[config.mk]
export PLATFORM = sky130hd
export DESIGN_NAME = afr_result_bank
export DESIGN_NICKNAME = d
export VERILOG_FILES = /design/src/verilog/afr_result_bank_end.v /design/src/verilog/afr_result_mem.v /design/src/verilog/afr_result_bank.v
export VERILOG_INCLUDE_DIRS = /design/src /design/src/inc
export SDC_FILE = /design/constraint.sdc
export NUM_CORES = 1
export LEC_CHECK = 0
export ABC_CLOCK_PERIOD_IN_PS = 7800
export BUFFER_PORTS_ARGS = -buffer_cell sky130_fd_sc_hd__buf_4
export CAP_MARGIN = 20
export CORE_ASPECT_RATIO = 1.5
export CORE_MARGIN = 2
export CORE_UTILIZATION = 55
export CTS_CLUSTER_SIZE = 40
export DETAILED_ROUTE_END_ITERATION = 8
export PLACE_DENSITY_LB_ADDON = 0.1
export SYNTH_ARGS = -nofsm -noshare
export SYNTH_HDL_FRONTEND = slang
export SYNTH_SLANG_ARGS = --single-unit
[constraint.sdc]
create_clock -name clock -period 7.8 [get_ports clock]
set_input_delay 0.78 -clock clock [delete_from_list [all_inputs] [get_ports clock]]
set_output_delay 0.78 -clock clock [all_outputs]
set_load 0.01 [all_outputs]
[src/inc/afr_consts.vh]
// Constants for the accelerometer front-end result register bank.
`ifndef AFR_CONSTS_VH
`define AFR_CONSTS_VH

// Register byte offsets (MSB byte at the even offset, LSB at offset plus one).
`define AFR_OFS_STAGE1_X    8'h06
`define AFR_OFS_STAGE1_Y    8'h08
`define AFR_OFS_STAGE1_Z    8'h0A
`define AFR_OFS_MAG_X       8'h0C
`define AFR_OFS_MAG_Y       8'h0E
`define AFR_OFS_MAG_Z       8'h10
`define AFR_OFS_RAW_X       8'h12
`define AFR_OFS_RAW_Y       8'h14
`define AFR_OFS_RAW_Z       8'h16
`define AFR_OFS_RESULT_LAST 8'h17
`define AFR_OFS_FE_CTRL     8'h30

// Result storage: word index is the byte offset divided by two.
`define AFR_WORD_FIRST      4'h3
`define AFR_WORD_COUNT      4'h9
`define AFR_WORD_LAST       4'h8

// Front-end control register fields and reset values.
`define AFR_FS_LSB          0
`define AFR_FS_MSB          1
`define AFR_FS_2G           2'h0
`define AFR_FS_4G           2'h1
`define AFR_FS_8G           2'h2
`define AFR_FE_CTRL_RESET   8'h00
`define AFR_RESULT_RESET    16'h0000

// Range limits of the scaled results.
`define AFR_LIM_4G          16'h2000
`define AFR_LIM_8G          16'h1000
`define AFR_LIM_MAG         16'h7FFF

// Timing: 488 Hz raw rate and 244 Hz second-stage rate from a 50 MHz clock.
`define AFR_CLK_HZ          50000000
`define AFR_RAW_RATE_HZ     488
`define AFR_RAW_DIV         (`AFR_CLK_HZ / `AFR_RAW_RATE_HZ)

`endif

[src/verilog/afr_result_bank_end.v]
// This file holds no logic of its own.

[src/verilog/afr_result_mem.v]
// Result word storage with a registered byte read port.
`timescale 1ns/100ps
`include "afr_consts.vh"

module afr_result_mem (
  input  wire        clock,     // System clock.
  input  wire        srst,      // Synchronous reset, clears every word.
  input  wire        wrEn,      // Word write strobe.
  input  wire [3:0]  wrIdx,     // Word index to write.
  input  wire [15:0] wrData,    // Word to store.
  input  wire        rdEn,      // Byte read strobe.
  input  wire        rdHit,     // Read address falls in the result words.
  input  wire [3:0]  rdIdx,     // Word index to read.
  input  wire        rdLow,     // High selects the low byte.
  input  wire [7:0]  altByte,   // Byte returned when the read misses the words.
  output reg  [7:0]  rdByte     // Registered read data.
);

  reg [15:0] mem_q [0:15];
  integer    i;

  always @(posedge clock) begin
    if (srst) begin
      for (i = 0; i < 16; i = i + 1) begin
        mem_q[i] <= `AFR_RESULT_RESET;
      end
    end else if (wrEn) begin
      mem_q[wrIdx] <= wrData;
    end
  end

  always @(posedge clock) begin
    if (srst) begin
      rdByte <= 8'h00;
    end else if (rdEn) begin
      if (!rdHit) begin
        rdByte <= altByte;
      end else if (rdLow) begin
        rdByte <= mem_q[rdIdx][7:0];
      end else begin
        rdByte <= mem_q[rdIdx][15:8];
      end
    end
  end

endmodule

[src/verilog/afr_result_bank.v]
// Accelerometer front-end result bank: scaling, magnitude, decimation and register access.
//
// Added by the designer: the address-and-strobe port.
`timescale 1ns/100ps
`include "afr_consts.vh"

// Functional notes
// - Second-stage results refresh at 244 Hz, two-sample average limits bandwidth.
// - Second-stage results are signed 16-bit at 0.244 mg per count.
// - Magnitude results hold absolute normalized 488 Hz samples at 0.244 mg.
// - Magnitude results never go negative and stay within 0 to 32767.
// - Raw results refresh at 488 Hz from unnormalized samples.
// - Full-scale select in the control register sets raw result resolution.
// - In 2g range raw results are 0.061 mg per count, full 16-bit span.
// - In 4g range raw results are 0.122 mg per count, clamped to 8192.
// - In 8g range raw results are 0.244 mg per count, clamped to 4096.
module afr_result_bank #(
  parameter SAMPLE_DIV = `AFR_RAW_DIV  // Clock cycles per 488 Hz sample.
) (
  input  wire        clock,       // 50 MHz system clock.
  input  wire        srst,        // Synchronous reset, active high.
  input  wire [7:0]  regAddr,     // Register byte address.
  input  wire [7:0]  regWrData,   // Register write data.
  input  wire        regWrStb,    // Register write strobe.
  input  wire        regRdStb,    // Register read strobe.
  output wire [7:0]  regRdData,   // Read data, valid the cycle after the strobe.
  input  wire [15:0] sensorX,     // X acceleration, signed, 0.061 mg per count.
  input  wire [15:0] sensorY,     // Y acceleration, signed, 0.061 mg per count.
  input  wire [15:0] sensorZ,     // Z acceleration, signed, 0.061 mg per count.
  output wire        sampleTick,  // One-cycle pulse when a 488 Hz sample is taken.
  output wire [1:0]  fullScaleSel // Current full-scale range selection.
);

  localparam ST_IDLE  = 2'h1;
  localparam ST_WRITE = 2'h2;

  // Clamp a signed value to the symmetric range minus lim through lim.
  function signed [15:0] clampSym;
    input signed [15:0] v;
    input signed [15:0] lim;
    begin
      if (v > lim) begin
        clampSym = lim;
      end else if (v < -lim) begin
        clampSym = -lim;
      end else begin
        clampSym = v;
      end
    end
  endfunction

  reg  [19:0]  divCnt_q;
  reg          tick_q;
  reg          halfPhase_q;
  reg  [7:0]   feCtrl_q;
  reg  [1:0]   state_q;
  reg  [3:0]   wrCnt_q;
  reg  [143:0] stage_q;
  reg  [47:0]  prevNorm_q;
  wire [47:0]  sensorAll;
  wire [47:0]  normAll;
  wire [47:0]  magAll;
  wire [47:0]  rawAll;
  wire [47:0]  avgAll;
  wire [1:0]   fsSel;
  wire         rdHit;
  wire [7:0]   altByte;

  assign sensorAll    = {sensorZ, sensorY, sensorX};
  assign fsSel        = feCtrl_q[`AFR_FS_MSB:`AFR_FS_LSB];
  assign fullScaleSel = fsSel;
  assign sampleTick   = tick_q;

  // Sample-rate divider; the 244 Hz phase toggles on every 488 Hz tick.
  always @(posedge clock) begin
    if (srst) begin
      divCnt_q    <= 20'h00000;
      tick_q      <= 1'h0;
      halfPhase_q <= 1'h0;
    end else begin
      tick_q <= 1'h0;
      if (divCnt_q == SAMPLE_DIV[19:0] - 20'h00001) begin
        divCnt_q    <= 20'h00000;
        tick_q      <= 1'h1;
        halfPhase_q <= ~halfPhase_q;
      end else begin
        divCnt_q <= divCnt_q + 20'h00001;
      end
    end
  end

  genvar a;
  generate
    for (a = 0; a < 3; a = a + 1) begin : gAxis
      wire signed [15:0] s;
      wire signed [15:0] norm;
      wire signed [15:0] prev;
      wire signed [16:0] sum;
      reg  signed [15:0] raw;
      assign s    = sensorAll[a*16 +: 16];
      assign norm = s >>> 2;
      assign prev = prevNorm_q[a*16 +: 16];
      assign sum  = {prev[15], prev} + {norm[15], norm};
      assign avgAll[a*16 +: 16] = sum[16:1];
      assign normAll[a*16 +: 16] = norm;
      // Absolute value, clamped so the result is never negative.
      assign magAll[a*16 +: 16] = clampSym(norm[15] ? -norm : norm,
                                           `AFR_LIM_MAG);
      always @* begin
        case (fsSel)
          `AFR_FS_2G: raw = s;
          `AFR_FS_4G: raw = clampSym(s >>> 1, `AFR_LIM_4G);
          `AFR_FS_8G: raw = clampSym(s >>> 2, `AFR_LIM_8G);
          default:    raw = clampSym(s >>> 2, `AFR_LIM_8G);
        endcase
      end
      assign rawAll[a*16 +: 16] = raw;
    end
  endgenerate

  // On each tick latch the raw and magnitude words, the second-stage words every other tick, then copy all nine into storage one per cycle.
  always @(posedge clock) begin
    if (srst) begin
      stage_q    <= 144'h0;
      prevNorm_q <= 48'h0;
      state_q    <= ST_IDLE;
      wrCnt_q    <= 4'h0;
    end else begin
      case (state_q)
        ST_IDLE: begin
          if (tick_q) begin
            stage_q[143:48] <= {rawAll, magAll};
            prevNorm_q      <= normAll;
            if (halfPhase_q) begin
              stage_q[47:0] <= avgAll;
            end
            wrCnt_q <= 4'h0;
            state_q <= ST_WRITE;
          end
        end
        ST_WRITE: begin
          if (wrCnt_q == `AFR_WORD_LAST) begin
            state_q <= ST_IDLE;
          end else begin
            wrCnt_q <= wrCnt_q + 4'h1;
          end
        end
        default: begin
          state_q <= ST_IDLE;
        end
      endcase
    end
  end

  // Only the control register accepts writes; result addresses ignore them.
  always @(posedge clock) begin
    if (srst) begin
      feCtrl_q <= `AFR_FE_CTRL_RESET;
    end else if (regWrStb && regAddr == `AFR_OFS_FE_CTRL) begin
      feCtrl_q <= regWrData;
    end
  end

  assign rdHit   = (regAddr >= `AFR_OFS_STAGE1_X) && (regAddr <= `AFR_OFS_RESULT_LAST);
  assign altByte = (regAddr == `AFR_OFS_FE_CTRL) ? feCtrl_q : 8'h00;

  afr_result_mem uMem (
    .clock   (clock),
    .srst    (srst),
    .wrEn    (state_q == ST_WRITE),
    .wrIdx   (wrCnt_q + `AFR_WORD_FIRST),
    .wrData  (stage_q[wrCnt_q*16 +: 16]),
    .rdEn    (regRdStb),
    .rdHit   (rdHit),
    .rdIdx   (regAddr[4:1]),
    .rdLow   (regAddr[0]),
    .altByte (altByte),
    .rdByte  (regRdData)
  );

endmodule

# [Yosys cells after proc, flatten, opt, wreduce, memory -nomap -nowiden]
# Memory sizes are Yosys's and may differ from the RTL's.
# Cells that the tools add are included.
[classes] addsub=9 mul=0 div=0 n_lt_le_gt_ge=20 n_eq_ne=9 shifts=1 mux=42 bitwise=1 reduce_logical=10
[ops] operator="$mux W16" count=22
[ops] operator="$shiftx A144 B9 Y16" count=1
[ops] operator="$pmux W16 S2" count=3
[ops] operator="$gt A16 B16 Y1 const B" count=3
[ops] operator="$lt A16 B16 Y1 const B" count=3
[ops] operator="$neg A14 Y16" count=3
[ops] operator="$gt A15 B15 Y1 const B" count=3
[ops] operator="$lt A15 B14 Y1 const B" count=3
[ops] operator="$gt A14 B14 Y1 const B" count=3
[ops] operator="$lt A14 B13 Y1 const B" count=3
[ops] operator="$add A16 B14 Y17" count=2
[ops] operator="$mux W8" count=3
[ops] operator="$add A20 B1 Y20 const B" count=1
[ops] operator="$eq A20 B17 Y1 const B" count=1
[ops] operator="$reduce_or A16 Y1" count=1
[ops] operator="$add A14 B14 Y15" count=1
[ops] operator="$mux W4" count=3
[ops] operator="$eq A8 B6 Y1 const B" count=1
[ops] operator="$ge A8 B3 Y1 const B" count=1
[ops] operator="$le A8 B5 Y1 const B" count=1
[ops] operator="$pmux W4 S2" count=1
[ops] operator="$mux W1" count=7
[ops] operator="$ne A2 B2 Y1 const B" count=3
[ops] operator="$reduce_and A3 Y1" count=2
[ops] operator="13 further kinds" count=17
[word_totals] ff_bits=234 latch_bits=0 ramBits=256 romBits=0 inputBits=68 word_cells=103 n_memories=1
[memory_table] memory="uMem.mem_q" words=16 word_bits=16 read_ports=1 rd_clocked_by_memory_dff=0 write_ports=16 line="afr_result_mem.v:19" rtl="reg [15:0] mem_q [0:15];"

# [Logic depth before layout (Yosys ltp)]
[depth] word_depth=6 ltp_mapped=10 depth_no_buf=9

# [Hierarchy]
# Synthesis repeated with hierarchy kept, for this count alone.
[hier_totals] cells_unflattened=2353 area_unflattened_um2=24546.0
[modules_own_cells] mod="afr_result_bank" n_inst=1 cells_each=1489 area_each_um2=12289.3
[modules_own_cells] mod="afr_result_mem" n_inst=1 cells_each=864 area_each_um2=12256.8

# [Worst setup path after synthesis]
# OpenSTA, ideal clock, no wires.
[synth_path] kind="input to register" from="input port sensorZ[6]" to="register stage_q[140]" t_arrival_ps=2915 t_required_ps=7722 setup_slack_ps=4807 stages=8 path_buffers=1 cell_sequence="buf_2 -> or4_1 -> or2_4 -> or3_4 -> o31a_1 -> nor3_4 -> a21oi_1 -> nor3_1"
[synth_via] elab_chain_cells=4
[synth_lines] element="start, declared" line="afr_result_bank.v:29" rtl="input wire [15:0] sensorZ,"
[synth_lines] element="$lt A15 B14 Y1 / $lt A14 B13 Y1 (equally long branches)" line="afr_result_bank.v:44" rtl="end else if (v < -lim) begin"
[synth_lines] element="$mux W16" line="afr_result_bank.v:44"
[synth_lines] element="$mux W16" line="afr_result_bank.v:42" rtl="if (v > lim) begin"
[synth_lines] element="$pmux W16 S2 *" line="afr_result_bank.v:110" rtl="case (fsSel)"
[synth_lines] element="end signal, assigned" line="afr_result_bank.v:132" rtl="stage_q[143:48] <= {rawAll, magAll};"
[synth_lines] element="end, declared" line="afr_result_bank.v:58" rtl="reg [143:0] stage_q;"
# Every way passes the cells marked *; elsewhere a longest branch is shown, timed or not.
# A chain may end at the register's enable or synchronous reset.

==> flow_metrics.env <==
export IMPL_peakVddDrop_uv=167.4
export IMPL_p_per_area_nw_per_um2=200.4
export IMPL_synth_top_family_by_area="simple AND/OR/NAND/NOR gates"
export IMPL_synthXorXnorAreaFrac_pct=2.989
export IMPL_yosys_area_share_simple_pct=16.97
export IMPL_routed_wirelength_um=60320
export IMPL_hold_violations=0
export IMPL_cellLeakagePower_nw=8.032
export IMPL_grt_start_max_net_pins=74
export IMPL_h_tree_depth=2
export IMPL_multi_input_area_um2=9728
export IMPL_synth_top_area_share_pct=27.72
export IMPL_hold_path_end="uMem.rdByte[0]$_SDFFE_PP0P_"
export IMPL_hold_path_class="input pin to register"
export IMPL_layout_commonest_cell="nor2_1"
export IMPL_clk_pin_slew_ns=0.07
export IMPL_yosysSeqAreaShare_pct=49.66
export IMPL_core_region_area_um2=37450
export IMPL_vias_per_cell=6.203
export IMPL_setup_violations=0
export IMPL_period_needed_ns=3.515
export IMPL_hold_buffers=0
export IMPL_placed_area_um2=21540
export IMPL_finalCritPeriodShare_pct=45.06
export IMPL_ys_types=70
export IMPL_critical_path_n_buffers_inverters=1
export IMPL_worstReg2RegEnd="uMem.mem_q[7][13]$_SDFFCE_PN0P_"
export IMPL_worstHoldPathCells=2
export IMPL_synthAdderAreaFrac_pct=3.417
export IMPL_worst_r2r_cell_count=5
export IMPL_wl_per_cell_um=23.09
export IMPL_drc=0
export IMPL_setup_worst_path_end_class="register"
export IMPL_cpPeakStageDelay_ns=0.96
export IMPL_cts_max_path_buffers=3
export IMPL_vias=16201
export IMPL_crit_arrival_ns=3.70
export IMPL_yosys_warnings=0
export IMPL_synth_edf_count=192
export IMPL_cts_resized=0
export IMPL_layout_common_cells="342 x nor2_1, 276 x nand2_1, 226 x dfxtp_1, 192 x edfxtp_1, 145 x a21oi_1"
export IMPL_syn_avg_cell_area_um2=9.854
export IMPL_slowest_stage="dfxtp_2"
export IMPL_overflow=0
export IMPL_initial_core_util_pct=55.55
export IMPL_antenna_found_initial=3
export IMPL_area_growth_pct=9.985
export IMPL_drt_iter0_markers=1364
export IMPL_critPathRequiredTime_ns=7.99
export IMPL_async_flop_share_pct=0
export IMPL_crit_type="register to register"
export IMPL_num_io_pins=79
export IMPL_port_buffers=78
export IMPL_nNetsFinal=2212
export IMPL_synth_seq_cells=420
export IMPL_place_gp_congestion=0.8966
export IMPL_synth_largest_area_cell="edfxtp_1"
export IMPL_ant_nets=0
export IMPL_layout_drive_gt1_share_pct=12.73
export IMPL_synth_compound_area_share_pct=13.14
export IMPL_clkLatencyLatePin_ns=0.56
export IMPL_cts_tree="yes"
export IMPL_fmax_mhz=284.5
export IMPL_design_area_um2=22880
export IMPL_rows=87
export IMPL_synthCells=2111
export IMPL_synthMuxAreaShare_pct=9.985
export IMPL_worstMarginPinSlew_ns=1.097
export IMPL_drt_pass1_iter_count=5
export IMPL_drv_cap=0
export IMPL_crit_path_start_kind="register"
export IMPL_die_width_um=162.8
export IMPL_synth_flop_cell="dfxtp_1"
export IMPL_hp_start="regRdStb"
export IMPL_n_fill_cell=3194
export IMPL_rrSetupSlack_ns=4.29
export IMPL_grt_pass1_wl_um=91620
export IMPL_clock_sinks=420
export IMPL_cp_max_fo=40
export IMPL_synth_area_top_cells="edfxtp_1 28%, dfxtp_1 22%, mux4_2 7.7%"
export IMPL_hpwl_um=42790
export IMPL_timing_rr_start="wrCnt_q[1]$_SDFFE_PP0P_"
export IMPL_drv_slew=0
export IMPL_synth_area_um2=20800
export IMPL_relSlewSlack_pct=26.84
export IMPL_cts_setup_buffers=0
export IMPL_grt_usage_pct=30.64
export IMPL_tns_ns=0
export IMPL_path_delay_family="simple AND/OR/NAND/NOR gates"
export IMPL_numCtsBuffers=40
export IMPL_rsz0062_at_grt="no"
export IMPL_cp_cell_sequence="inv_1 > ha_1 > o31ai_1 > nand3_1 > nand2_1"
export IMPL_status="finished clean"
export IMPL_cts_root_buf="clkbuf_16"
export IMPL_clock_skew_ns=0.02143
export IMPL_grt_pass1_vias=15761
export IMPL_dieArea_um2=39420
export IMPL_die_h_um=242.2
export IMPL_seq_area_um2=10330
==> metal layers <==
| metal | GRT usage [%] | vias up | routed length (um) |
|---|---|---|---|
| met1 | 34.43 | 7845 | 21590 |
| met3 | 3.287 | 195 | 2998 |
| met5 | 0 | - | 0 |
| li1 | - | 7526 | - |
| met4 | 22.77 | 0 | 5062 |
| met2 | 53.19 | 635 | 30670 |
==> synthesized netlist by cell type (all sizes together), types with 11 or more instances <==
library cell	instances
clkbuf	137
a221o	20
ha	52
and3	13
dfxtp	228
a211oi	34
buf	32
o21a	11
mux4	71
a221oi	28
o21ai	73
o31ai	18
nor3	57
a21oi	152
inv	34
o22ai	11
mux2i	41
xor2	46
nand2	276
xnor2	25
nor2b	19
edfxtp	192
and2	12
nor2	344
nand3	38
or3	11
==> registers in the layout, indices dropped and copies added, names as in the netlist <==
signal       count
prevNorm_q      42
halfPhase_q      1
state_q          2
uMem.mem_q     192
stage_q        142
sampleTick       1
uMem.rdByte      8
feCtrl_q         8
wrCnt_q          4
divCnt_q        20
==> power by group <==
part / total (mW) / internal, mW / switching, mW
registers: 2.35 / 2.33 / 0.0136
clock network: 1.96 / 1.10 / 0.858
logic: 0.278 / 0.102 / 0.177
==> cells by family after synthesis <==
group | count (synthesis)
flip-flops | 420
XOR/XNOR | 71
adder cells (fa/ha/maj) | 55
AND/OR/NAND/NOR | 820
other | 1
multiplexers | 118
buffers and inverters | 204
AO/OA/AOI/OAI | 422
==> per-stage QoR <==
stage	util (%)	power [mW]	setup WS, ns	hold WS (ns)	std cells
after floorplan	-	2.563	4.807	0.4141	2116
after global placement	57.51	2.665	4.393	0.4284	2533
after detailed placement	57.53	2.670	4.278	0.4396	2534
after CTS	61.04	4.602	4.279	0.4296	2608
after global routing	61.10	4.703	3.931	0.4427	2612
final	61.10	4.585	4.285	0.4408	2612
==> cell type report <==
class                      instances  share of cell area (%)
sequential                       420                   45.16
inverter                          35                  0.5742
tap                              489                   2.674
antenna                            2                 0.02188
clock inverter                    15                  0.5141
timing repair buffer             100                   3.298
multi-input combinational       1492                   42.52
clock buffer                      59                   5.234
==> worst max path at each step <==
stage	start	end	cells past startpoint	slack [ns]
after floorplan	sensorZ[6]	stage_q[140]$_SDFFE_PP0P_	8	4.81
final	wrCnt_q[1]$_SDFFE_PP0P_	uMem.mem_q[7][13]$_SDFFCE_PN0P_	5	4.29
after CTS	wrCnt_q[1]$_SDFFE_PP0P_	uMem.mem_q[7][6]$_SDFFCE_PN0P_	5	4.28
after detailed placement	wrCnt_q[1]$_SDFFE_PP0P_	uMem.mem_q[7][14]$_SDFFCE_PN0P_	5	4.28
after global routing	wrCnt_q[1]$_SDFFE_PP0P_	uMem.mem_q[7][0]$_SDFFCE_PN0P_	5	3.93
after global placement	wrCnt_q[1]$_SDFFE_PP0P_	uMem.mem_q[7][6]$_SDFFCE_PN0P_	5	4.39
Note: power is estimated with default switching activity, not from simulation.
